--- config.mk ---
export PLATFORM = sky130hd
export DESIGN_NAME = ahbi_host_port
export DESIGN_NICKNAME = d
export VERILOG_FILES = /design/src/ahbi_host_port_unused_note_placeholder.sv /design/src/ahbi_pkg.sv /design/src/ahbi_host_port.sv
export SDC_FILE = /design/constraint.sdc
export NUM_CORES = 1
export LEC_CHECK = 0
export ABC_CLOCK_PERIOD_IN_PS = 2150
export BUFFER_PORTS_ARGS = -buffer_cell sky130_fd_sc_hd__buf_2
export CAP_MARGIN = 20
export CORE_MARGIN = 2
export CORE_UTILIZATION = 30
export CTS_BUF_LIST = sky130_fd_sc_hd__clkbuf_4 sky130_fd_sc_hd__clkbuf_8 sky130_fd_sc_hd__clkbuf_16
export CTS_CLUSTER_DIAMETER = 60
export CTS_CLUSTER_SIZE = 20
export DETAILED_ROUTE_END_ITERATION = 7
export PLACE_DENSITY = 0.49
export SLEW_MARGIN = 5
export SYNTH_ARGS = -nofsm -noshare
export SYNTH_HDL_FRONTEND = slang
export SYNTH_SLANG_ARGS = --single-unit
--- constraint.sdc ---
create_clock -name i_core_clk -period 2.15 [get_ports i_core_clk]
set_input_delay 0.215 -clock i_core_clk [delete_from_list [all_inputs] [get_ports i_core_clk]]
set_output_delay 0.215 -clock i_core_clk [all_outputs]
set_load 0.05 [all_outputs]
--- src/ahbi_host_port_unused_note_placeholder.sv ---
// Empty compilation unit kept for tool flows that expect a second source file
`default_nettype none
`default_nettype wire

--- src/ahbi_pkg.sv ---
// Constants and types shared by the asynchronous host bus interface
`default_nettype none
package ahbi_pkg;
    // Host pin widths and core-side interrupt source width
    localparam int ADDR_W = 7;
    localparam int DATA_W = 32;
    localparam int LANES = 4;
    localparam int IRQ_W = 16;
    // Locally decoded halfword registers, byte offsets on the host address bus
    localparam logic [7:0] OFS_RX_FRAME_PTR = 8'hF0;
    localparam logic [7:0] OFS_IRQ_ENABLE = 8'hF2;
    localparam logic [7:0] OFS_IRQ_STATUS = 8'hF4;
    // Field positions and reset values
    localparam int ENDIAN_BIT = 11;
    localparam logic [15:0] RX_FRAME_PTR_RST = 16'h0000;
    localparam logic [15:0] IRQ_ENABLE_RST = 16'h0000;
    // Lane masks, bit n set means byte lane n takes part
    localparam logic [3:0] MASK_NONE = 4'h0;
    localparam logic [3:0] MASK_B0 = 4'h1;
    localparam logic [3:0] MASK_B1 = 4'h2;
    localparam logic [3:0] MASK_B2 = 4'h4;
    localparam logic [3:0] MASK_B3 = 4'h8;
    localparam logic [3:0] MASK_LO = 4'h3;
    localparam logic [3:0] MASK_HI = 4'hC;
    localparam logic [3:0] MASK_ALL = 4'hF;
    // Active-low lane select codes, bit order {lane3..lane0}
    localparam logic [3:0] SEL_ALL = 4'h0;
    localparam logic [3:0] SEL_LO = 4'hC;
    localparam logic [3:0] SEL_HI = 4'h3;
    localparam logic [3:0] SEL_B0 = 4'hE;
    localparam logic [3:0] SEL_B1 = 4'hD;
    localparam logic [3:0] SEL_B2 = 4'hB;
    localparam logic [3:0] SEL_B3 = 4'h7;

    typedef enum logic [1:0] {
        AHBI_BUS8 = 2'h0,
        AHBI_BUS16 = 2'h1,
        AHBI_BUS32 = 2'h2
    } ahbi_width_t;

    typedef enum logic [2:0] {
        AHBI_IDLE = 3'h1,
        AHBI_ACCESS = 3'h2,
        AHBI_HOLD = 3'h4
    } ahbi_state_t;

    // One captured host access as presented to the core
    typedef struct packed {
        logic wr;
        logic local_hit;
        logic [6:0] addr;
        logic [3:0] mask;
        logic [31:0] wdata;
    } ahbi_acc_t;
endpackage
`default_nettype wire

--- src/ahbi_host_port.sv ---
// Device-side asynchronous host bus interface with lane steering and endian swap
`default_nettype none
module ahbi_host_port (
    // Clock, reset, enable
    input wire logic i_core_clk,
    input wire logic i_rst_n,
    input wire logic i_clk_en,
    // Host bus pins
    input wire logic [ahbi_pkg::ADDR_W-1:0] i_addr,
    input wire logic i_addr_qualifier_n,
    input wire logic i_read_strobe_n,
    input wire logic i_write_strobe_n,
    input wire logic [ahbi_pkg::LANES-1:0] i_lane_select_n,
    input wire logic [ahbi_pkg::DATA_W-1:0] i_data,
    output logic [ahbi_pkg::DATA_W-1:0] o_data,
    output logic o_data_oe,
    output logic o_wait_ready,
    output logic o_target_select_n,
    output logic o_irq_out_n,
    // Straps, caught once after reset
    input wire logic i_endian_strap,
    input wire logic i_bus_width_strap,
    input wire logic i_bus32_fitted,
    // Core side
    output ahbi_pkg::ahbi_acc_t o_core_cmd,
    output logic o_core_req,
    input wire logic i_core_ack,
    input wire logic [ahbi_pkg::DATA_W-1:0] i_core_rdata,
    input wire logic [ahbi_pkg::IRQ_W-1:0] i_irq_src
);
    // Decode active-low lane selects into a lane mask; zero means refused
    function automatic logic [3:0] lane_mask(input logic [3:0] sel_n,
                                             input ahbi_pkg::ahbi_width_t w);
        logic [3:0] m;
        m = ahbi_pkg::MASK_NONE;
        case (w)
            ahbi_pkg::AHBI_BUS8:
                // Lane 1 is the inverse of lane 0, so lane 0 acts as A0
                m = sel_n[0] ? ahbi_pkg::MASK_B1 : ahbi_pkg::MASK_B0;
            ahbi_pkg::AHBI_BUS16:
                if (sel_n[1:0] == ahbi_pkg::SEL_LO[1:0])
                    m = ahbi_pkg::MASK_LO;
                else if (sel_n[1:0] == ahbi_pkg::SEL_B0[1:0])
                    m = ahbi_pkg::MASK_B0;
                else if (sel_n[1:0] == ahbi_pkg::SEL_B1[1:0])
                    m = ahbi_pkg::MASK_B1;
            default:
                if (sel_n == ahbi_pkg::SEL_ALL)
                    m = ahbi_pkg::MASK_ALL;
                else if (sel_n == ahbi_pkg::SEL_LO)
                    m = ahbi_pkg::MASK_LO;
                else if (sel_n == ahbi_pkg::SEL_HI)
                    m = ahbi_pkg::MASK_HI;
                else if (sel_n == ahbi_pkg::SEL_B0)
                    m = ahbi_pkg::MASK_B0;
                else if (sel_n == ahbi_pkg::SEL_B1)
                    m = ahbi_pkg::MASK_B1;
                else if (sel_n == ahbi_pkg::SEL_B2)
                    m = ahbi_pkg::MASK_B2;
                else if (sel_n == ahbi_pkg::SEL_B3)
                    m = ahbi_pkg::MASK_B3;
        endcase
        return m;
    endfunction

    // Byte reversal within the selected span; single bytes pass untouched
    function automatic logic [31:0] order_swap(input logic [31:0] d, input logic [3:0] m,
                                               input logic big);
        logic [31:0] r;
        r = d;
        if (big)
        begin
            if (m == ahbi_pkg::MASK_ALL)
                r = {d[7:0], d[15:8], d[23:16], d[31:24]};
            else if (m == ahbi_pkg::MASK_LO || m == ahbi_pkg::MASK_HI)
                r = {d[23:16], d[31:24], d[7:0], d[15:8]};
        end
        return r;
    endfunction

    ahbi_pkg::ahbi_state_t state, next_state;
    ahbi_pkg::ahbi_acc_t acc, next_acc;
    logic [31:0] next_data;
    logic next_data_oe, next_wait_ready, next_core_req;
    logic [15:0] rx_frame_ptr, next_rx_frame_ptr;
    logic [15:0] irq_en, next_irq_en;
    logic rd_meta, rd_sync, rd_prev, wr_meta, wr_sync, wr_prev;
    logic endian_q, width_q, bus32_q, straps_taken;
    logic rd_fall, wr_fall, rd_rise, wr_rise, start, local_done;
    logic big_endian;
    ahbi_pkg::ahbi_width_t width;
    logic [3:0] cur_mask;
    logic [31:0] host_word;
    logic [15:0] local_rd, wr_half;

    // Strobes enter through two flops; edges are seen only past the second
    always_ff @(posedge i_core_clk or negedge i_rst_n)
    begin
        if (!i_rst_n)
        begin
            rd_meta <= 1'b1;
            rd_sync <= 1'b1;
            rd_prev <= 1'b1;
            wr_meta <= 1'b1;
            wr_sync <= 1'b1;
            wr_prev <= 1'b1;
        end
        else if (i_clk_en)
        begin
            rd_meta <= i_read_strobe_n;
            rd_sync <= rd_meta;
            rd_prev <= rd_sync;
            wr_meta <= i_write_strobe_n;
            wr_sync <= wr_meta;
            wr_prev <= wr_sync;
        end
    end

    // Straps are caught at the first enabled edge after reset release
    always_ff @(posedge i_core_clk or negedge i_rst_n)
    begin
        if (!i_rst_n)
        begin
            endian_q <= 1'b0;
            width_q <= 1'b0;
            bus32_q <= 1'b0;
            straps_taken <= 1'b0;
        end
        else if (i_clk_en && !straps_taken)
        begin
            endian_q <= i_endian_strap;
            width_q <= i_bus_width_strap;
            bus32_q <= i_bus32_fitted;
            straps_taken <= 1'b1;
        end
    end

    always_comb
    begin
        rd_fall = rd_prev && !rd_sync;
        wr_fall = wr_prev && !wr_sync;
        rd_rise = !rd_prev && rd_sync;
        wr_rise = !wr_prev && wr_sync;
        // Strap high forces big; otherwise the config bit decides
        big_endian = endian_q || rx_frame_ptr[ahbi_pkg::ENDIAN_BIT];
        if (bus32_q)
            width = ahbi_pkg::AHBI_BUS32;
        else if (width_q)
            width = ahbi_pkg::AHBI_BUS16;
        else
            width = ahbi_pkg::AHBI_BUS8;
        cur_mask = lane_mask(i_lane_select_n, width);
        // Narrow hosts are replicated onto every lane; the mask picks the lane
        if (width == ahbi_pkg::AHBI_BUS8)
            host_word = {4{i_data[7:0]}};
        else if (width == ahbi_pkg::AHBI_BUS16)
            host_word = {2{i_data[15:0]}};
        else
            host_word = i_data;
        // Address taken straight off the pins while qualifier is low
        start = (rd_fall || wr_fall) && !i_addr_qualifier_n
                && cur_mask != ahbi_pkg::MASK_NONE;
        local_done = acc.local_hit;
        if ({acc.addr, 1'b0} == ahbi_pkg::OFS_RX_FRAME_PTR)
            local_rd = rx_frame_ptr;
        else if ({acc.addr, 1'b0} == ahbi_pkg::OFS_IRQ_ENABLE)
            local_rd = irq_en;
        else
            local_rd = i_irq_src;
        wr_half = (acc.mask[2] || acc.mask[3]) ? acc.wdata[31:16] : acc.wdata[15:0];
    end

    always_comb
    begin
        next_state = state;
        next_acc = acc;
        next_data = o_data;
        next_data_oe = o_data_oe;
        next_wait_ready = o_wait_ready;
        next_core_req = 1'b0;
        next_rx_frame_ptr = rx_frame_ptr;
        next_irq_en = irq_en;
        case (state)
            ahbi_pkg::AHBI_IDLE:
                if (start)
                begin
                    next_acc.wr = wr_fall;
                    next_acc.addr = i_addr;
                    next_acc.mask = cur_mask;
                    // Write data is taken at the strobe fall, order-swapped
                    next_acc.wdata = order_swap(host_word, cur_mask, big_endian);
                    next_acc.local_hit = ({i_addr, 1'b0} == ahbi_pkg::OFS_RX_FRAME_PTR)
                                      || ({i_addr, 1'b0} == ahbi_pkg::OFS_IRQ_ENABLE)
                                      || ({i_addr, 1'b0} == ahbi_pkg::OFS_IRQ_STATUS);
                    next_core_req = !next_acc.local_hit;
                    next_wait_ready = 1'b0;
                    next_state = ahbi_pkg::AHBI_ACCESS;
                end
            ahbi_pkg::AHBI_ACCESS:
                if (local_done || i_core_ack)
                begin
                    if (local_done && acc.wr)
                    begin
                        if ({acc.addr, 1'b0} == ahbi_pkg::OFS_RX_FRAME_PTR)
                        begin
                            if (acc.mask[0] || acc.mask[2])
                                next_rx_frame_ptr[7:0] = wr_half[7:0];
                            if (acc.mask[1] || acc.mask[3])
                                next_rx_frame_ptr[15:8] = wr_half[15:8];
                        end
                        else if ({acc.addr, 1'b0} == ahbi_pkg::OFS_IRQ_ENABLE)
                        begin
                            if (acc.mask[0] || acc.mask[2])
                                next_irq_en[7:0] = wr_half[7:0];
                            if (acc.mask[1] || acc.mask[3])
                                next_irq_en[15:8] = wr_half[15:8];
                        end
                    end
                    next_data = order_swap(local_done ? {2{local_rd}} : i_core_rdata,
                                           acc.mask, big_endian);
                    if (width == ahbi_pkg::AHBI_BUS8)
                        next_data = {24'h000000, acc.mask[1] ? next_data[15:8]
                                    : next_data[7:0]};
                    else if (width == ahbi_pkg::AHBI_BUS16)
                        next_data = {16'h0000, next_data[15:0]};
                    next_data_oe = !acc.wr;
                    next_wait_ready = 1'b1;
                    next_state = ahbi_pkg::AHBI_HOLD;
                end
            ahbi_pkg::AHBI_HOLD:
                // Read data stays driven until the host's latching edge
                if (rd_rise || wr_rise)
                begin
                    next_data_oe = 1'b0;
                    next_state = ahbi_pkg::AHBI_IDLE;
                end
            default:
                next_state = ahbi_pkg::AHBI_IDLE;
        endcase
    end

    always_ff @(posedge i_core_clk or negedge i_rst_n)
    begin
        if (!i_rst_n)
        begin
            state <= ahbi_pkg::AHBI_IDLE;
            acc <= '0;
            o_data <= 32'h00000000;
            o_data_oe <= 1'b0;
            o_wait_ready <= 1'b1;
            o_core_req <= 1'b0;
            rx_frame_ptr <= ahbi_pkg::RX_FRAME_PTR_RST;
            irq_en <= ahbi_pkg::IRQ_ENABLE_RST;
            o_target_select_n <= 1'b1;
            o_irq_out_n <= 1'b1;
        end
        else if (i_clk_en)
        begin
            state <= next_state;
            acc <= next_acc;
            o_data <= next_data;
            o_data_oe <= next_data_oe;
            o_wait_ready <= next_wait_ready;
            o_core_req <= next_core_req;
            rx_frame_ptr <= next_rx_frame_ptr;
            irq_en <= next_irq_en;
            // Registered, so it trails the pins by one clock
            o_target_select_n <= i_addr_qualifier_n;
            o_irq_out_n <= !(|(i_irq_src & irq_en));
        end
    end

    assign o_core_cmd = acc;
endmodule
`default_nettype wire

# Word level (Yosys, flattened, before mapping)

Index checks and enable logic that the tools add are counted.

Output and inout bits: 82
Input port bits: 101
Flip-flop bits (word level): 127
Word-level logic and storage cells: 139

Reduce and logical (&&, ||, !) cells: 44
Multiplexer cells: 41
Bitwise operators: 2
Equality and inequality tests: 26

Operator list:

| kind                                                                  | number |
|---|---|
| 32-bit two-way mux                                                    | 11 |
| 16-bit two-way mux                                                    | 3 |
| 7-bit equality test, second input constant                            | 5 |
| 4-bit equality test, second input constant                            | 8 |
| 4-bit two-way mux                                                     | 7 |
| 16-bit bitwise AND                                                    | 1 |
| 16-bit OR reduction                                                   | 1 |
| 7-bit AND reduction                                                   | 2 |
| 4-bit by 2-bit equality test with 1-bit output, second input constant | 3 |
| 4-bit AND reduction                                                   | 3 |
| 6-bit AND reduction                                                   | 2 |
| 1-bit logical OR                                                      | 11 |
| 2-bit two-way mux                                                     | 5 |
| 1-bit zero test                                                       | 9 |
| 3-bit two-way mux                                                     | 3 |
| 3-bit case mux with 3 select lines                                    | 1 |
| 1-bit logical AND                                                     | 8 |
| 8-bit two-way mux                                                     | 1 |
| 4-bit case mux with 2 select lines                                    | 1 |
| 1-bit two-way mux                                                     | 7 |
| 2-bit inequality test, second input constant                          | 3 |
| 3-bit AND reduction                                                   | 2 |
| 2-bit by 1-bit equality test with 1-bit output, second input constant | 2 |
| 4-bit by 3-bit equality test with 1-bit output, second input constant | 1 |
| 10 further kinds                                                      | 13 |

# Depth between registers and ports, before layout

Depth in word-level cells: 14
Depth in mapped cells: 9
Mapped depth without buffers: 5

# Worst setup path after synthesis

Ideal clock, no wire load.

Path kind: flip-flop to flip-flop
From: register acc (netlist bit o_core_cmd[33])
To: register o_data[21] (netlist bit)
Path slack: -238 ps
Data arrival time: 2259 ps
Data required time: 2021 ps
Setup time: 129 ps
Stages on the path, launching flop included: 8
Period minus slack after synthesis: 2388 ps
Path buffers: 2
Path through: dfrtp_1 -> buf_2 -> and4_1 -> buf_2 -> mux2_2 -> mux2_2 -> a221oi_1 -> o21ai_0

Cells in the longest elaborated chain, start to end: 7
Elaborated cells between the ends (all ways): 9
Classes of those cells: eq/ne (3); mux (5); reduce/logical (1)

Ends and longest elaborated chain:

| what                                                                                         | line                  | text |
|---|---|---|
| start, declared                                                                              | ahbi_host_port.sv:82  | `ahbi_pkg::ahbi_acc_t acc, next_acc;` |
| start signal, assigned                                                                       | ahbi_host_port.sv:260 | `acc <= next_acc;` |
| 4-bit by 2-bit equality test with 1-bit output / 4-bit equality test (equally long branches) | ahbi_host_port.sv:75  | `else if (m == ahbi_pkg::MASK_LO \|\| m == ahbi_pkg::MASK_HI)` |
| 1-bit logical OR                                                                             | ahbi_host_port.sv:75  |  |
| 32-bit two-way mux                                                                           | ahbi_host_port.sv:75  |  |
| 32-bit two-way mux *                                                                         | ahbi_host_port.sv:73  | `if (m == ahbi_pkg::MASK_ALL)` |
| 32-bit two-way mux *                                                                         | ahbi_host_port.sv:71  | `if (big)` |
| 32-bit two-way mux *                                                                         | ahbi_host_port.sv:224 | `else if (width == ahbi_pkg::AHBI_BUS16)` |
| 32-bit two-way mux *                                                                         | ahbi_host_port.sv:221 | `if (width == ahbi_pkg::AHBI_BUS8)` |
| end signal, assigned                                                                         | ahbi_host_port.sv:261 | `o_data <= next_data;` |
| end, declared                                                                                | ahbi_host_port.sv:15  | `output logic [ahbi_pkg::DATA_W-1:0] o_data,` |

Every way passes the cells marked *; elsewhere a longest branch is shown, timed or not.
A chain may end at the register's enable or synchronous reset.

# Worst setup path in the final report

From: register state[2]
To: register o_data[0] (netlist bit)

Cells in the longest elaborated chain, start to end: 2

Ends and longest elaborated chain:

| what                                           | line                  | text |
|---|---|---|
| start, declared                                | ahbi_host_port.sv:81  | `ahbi_pkg::ahbi_state_t state, next_state;` |
| start signal, assigned                         | ahbi_host_port.sv:246 | `state <= ahbi_pkg::AHBI_IDLE;` |
| start signal, assigned                         | ahbi_host_port.sv:259 | `state <= next_state;` |
| 3-bit by 2-bit equality test with 1-bit output | ahbi_host_port.sv:183 | `case (state)` |
| 3-bit AND reduction (no source line)           | -                     |  |

Every way passes these cells.

==> impl_metrics.ini <==
[synth]
synthTopCellsByArea = dfrtp_1 37%, mux2_2 7.1%, nand2_1 6.6%
synth_nets = 964
yosysTopAreaCellShare_pct = 37.4
syn_avg_cell_area_um2 = 9.07
synth_seq_cells = 127
netlist_instances = 863
muxShareOfSynthArea_pct = 12.8
synth_seq_area_share_pct = 40.8
synth_edf_count = 0
synth_async_sr_flop_share_pct = 100
synth-compound-area-share_pct = 24.9
synth_top_family_by_area = compound AO/OA/AOI/OAI gates
synth_xor_area_share_pct = 0
synth_simple_gate_area_share_pct = 16.9
synth_cell_types = 65
synthAdderAreaFrac_pct = 0
synth_top_cell_by_area = dfrtp_1
synthFlopType = dfrtp_1
netlist_area_um2 = 7830
yosys_warnings = 0

[die]
dieHeight_um = 166
die_area_um2 = 27400
die-width_um = 166
row_count = 59
core-area_um2 = 25800
initial_core_util_pct = 30.3
pin_count = 183

[power]
power.density_nw_per_um2 = 1080
irDropWorstVdd_mv = 0.678
leakagePower_nw = 4.70

[grt]
grt_pass1_vias = 7567
grt_use_total_pct = 21.5
grt_busiest_layer = met2
use_met2_pct = 32.9
antenna_found_initial = 2
use_met1_pct = 29.5
gr-usage-met3_pct = 5.64
grt_max_degree = 61
grt_overflow_total = 0
grt_pass1_wl_um = 44400

[placed_design]
dp_cells = 1381
placed_area_um2 = 9570
place.gp.congestion = 0.893
dp.final_hpwl_um = 22300
portBuffers = 182

[cells_and_area]
final_cell_mix = 181 x buf_2, 137 x nand2_1, 108 x dfrtp_1
nNetsFinal = 1171
area_growth_pct = 31.4
design_area_um2 = 10300
seqCellArea_um2 = 3200
final_util_pct = 39.8
drive_gt1_share_pct = 36.1
fill_cells = 2669
multi_input_area_um2 = 4360
layout_commonest_cell = buf_2
fin_cells = 1419

[clock_tree]
cts_buffers = 17
numClockSinks = 127
path_clk_slew_ps = 60
cts.htree.levels = 4
cts_root_buf = clkbuf_16
clk_path_buf_depth = 2
clk_latency_ps = 420
cts_tree = built

[sta]
clock_skew_ps = 12.3
fmax_mhz = 474
max-slew-margin-rel_pct = 53.2
worstMarginPinSlew_ps = 700
hold_ws_ps = 12.5
rsz0062_at_grt = yes
hold_viol = 0
fin_crit_sh_pct = 98.2
final_max_slew_viol_count = 0
setup_viol = 0
fin_crit_ps = 2110

[critical_path]
arrival_ps = 2430
cp-end-kind = register
cp-start-kind = register
critPathKind = reg -> reg
cp.required_ps = 2470
critPathMaxFanout = 8

[detailed_routing]
drc_errors = 0
vias_per_cell = 5.44
ant_nets = 0
drtPass1Iterations = 7
vias = 7720
first_iter_violations = 437
drt-total-wl_um = 29200
wire_per_inst_um = 20.6

[outcome]
outcome = finished, final reports clean

[run]
max_cap_violations = 0

[min_path]
hold_class = in -> reg
## cell type report
class	count	area share, %
inverters	10	0.365
diodes	1	0.0243
well taps	335	4.08
flip-flops and latches	127	31.1
clock inverters	8	0.779
repair buffers	258	16.2
clock buffers	24	4.95
multi-input cells	656	42.4
## cell usage after synthesis, drive strengths merged (16+ instances only)
master  number
nand2      138
dfrtp      117
o21ai       74
mux2        49
mux2i       45
o31ai       42
nor2        40
buf         37
clkbuf      33
o22ai       26
a21oi       21
o211ai      17
o221ai      17
nand4       16
## timing repair
action	CTS	global route
buffers inserted	0	4
hold endpoints to repair	37	0
hold buffers	1	0
gates cloned	0	0
gates resized for setup	1	14
setup endpoints to repair	2	69
pin swaps	0	5
## critical path: stages, from the launching register on
cell      delay [ps]
dfrtp_1          440
and4bb_2         390
o21a_1           340
nand3_1          470
o221ai_1         360
## per-layer routing
layer	vias to the layer above	routed length (um)
met5	-	7
met4	2	718
met3	49	2680
met2	344	12700
met1	3662	13100
li1	3663	-
## power breakdown
| group | leakage (nW) | internal (W) | total (W) | switching (W) |
|---|---|---|---|---|
| sequential | 1.65 | 0.00296 | 0.00345 | 0.000497 |
| combinational | 2.78 | 0.00142 | 0.00481 | 0.00339 |
| clock | 0.275 | 0.00177 | 0.00288 | 0.00111 |
## cells by family after synthesis
group / count (synthesis)
AO/OA/AOI/OAI: 283
buffers and inverters: 80
flip-flops: 127
multiplexers: 94
AND/OR/NAND/NOR: 279
## metrics by stage
step	setup slack [ps]	setup TNS, ps	total power [W]
3_5_place_dp	-61.7	-95.6	0.00829
5_1_grt	-28.6	-51.2	0.0117
6_report	38.7	0	0.0111
4_1_cts	1.75	0	0.0112
2_1_floorplan	4.33	0	0.00663
3_3_place_gp	-69.5	-131	0.00828
## sequential cells by signal (all words and copies together), names as in the netlist
signal	flops
o_core_cmd	44
local_done	1
irq_en	16
wr_sync	1
endian_q	1
o_core_req	1
state	3
rd_prev	1
wr_prev	1
straps_taken	1
wr_meta	1
rd_meta	1
bus32_q	1
o_irq_out_n	1
width_q	1
rd_sync	1
o_data	32
o_wait_ready	1
rx_frame_ptr	16
o_data_oe	1
o_target_select_n	1
## worst paths after layout
check | startpoint | cells past startpoint | slack, ps | end
worst max-delay path | state[2]$_DFFE_PN0P_ | 4 | 40 | o_data[0]$_DFFE_PN0P_
worst min-delay path | i_bus32_fitted | 3 | 10 | bus32_q$_DFFE_PN0P_
worst max register to register | state[2]$_DFFE_PN0P_ | 4 | 40 | o_data[0]$_DFFE_PN0P_
worst min register to register | o_wait_ready$_DFFE_PN1P_ | 2 | 460 | o_wait_ready$_DFFE_PN1P_
max in group asynchronous | i_rst_n | 3 | 1260 | irq_en[3]$_DFFE_PN0P_
min in group asynchronous | i_rst_n | 2 | 230 | o_data[18]$_DFFE_PN0P_
(Power assumes the default switching activity.)
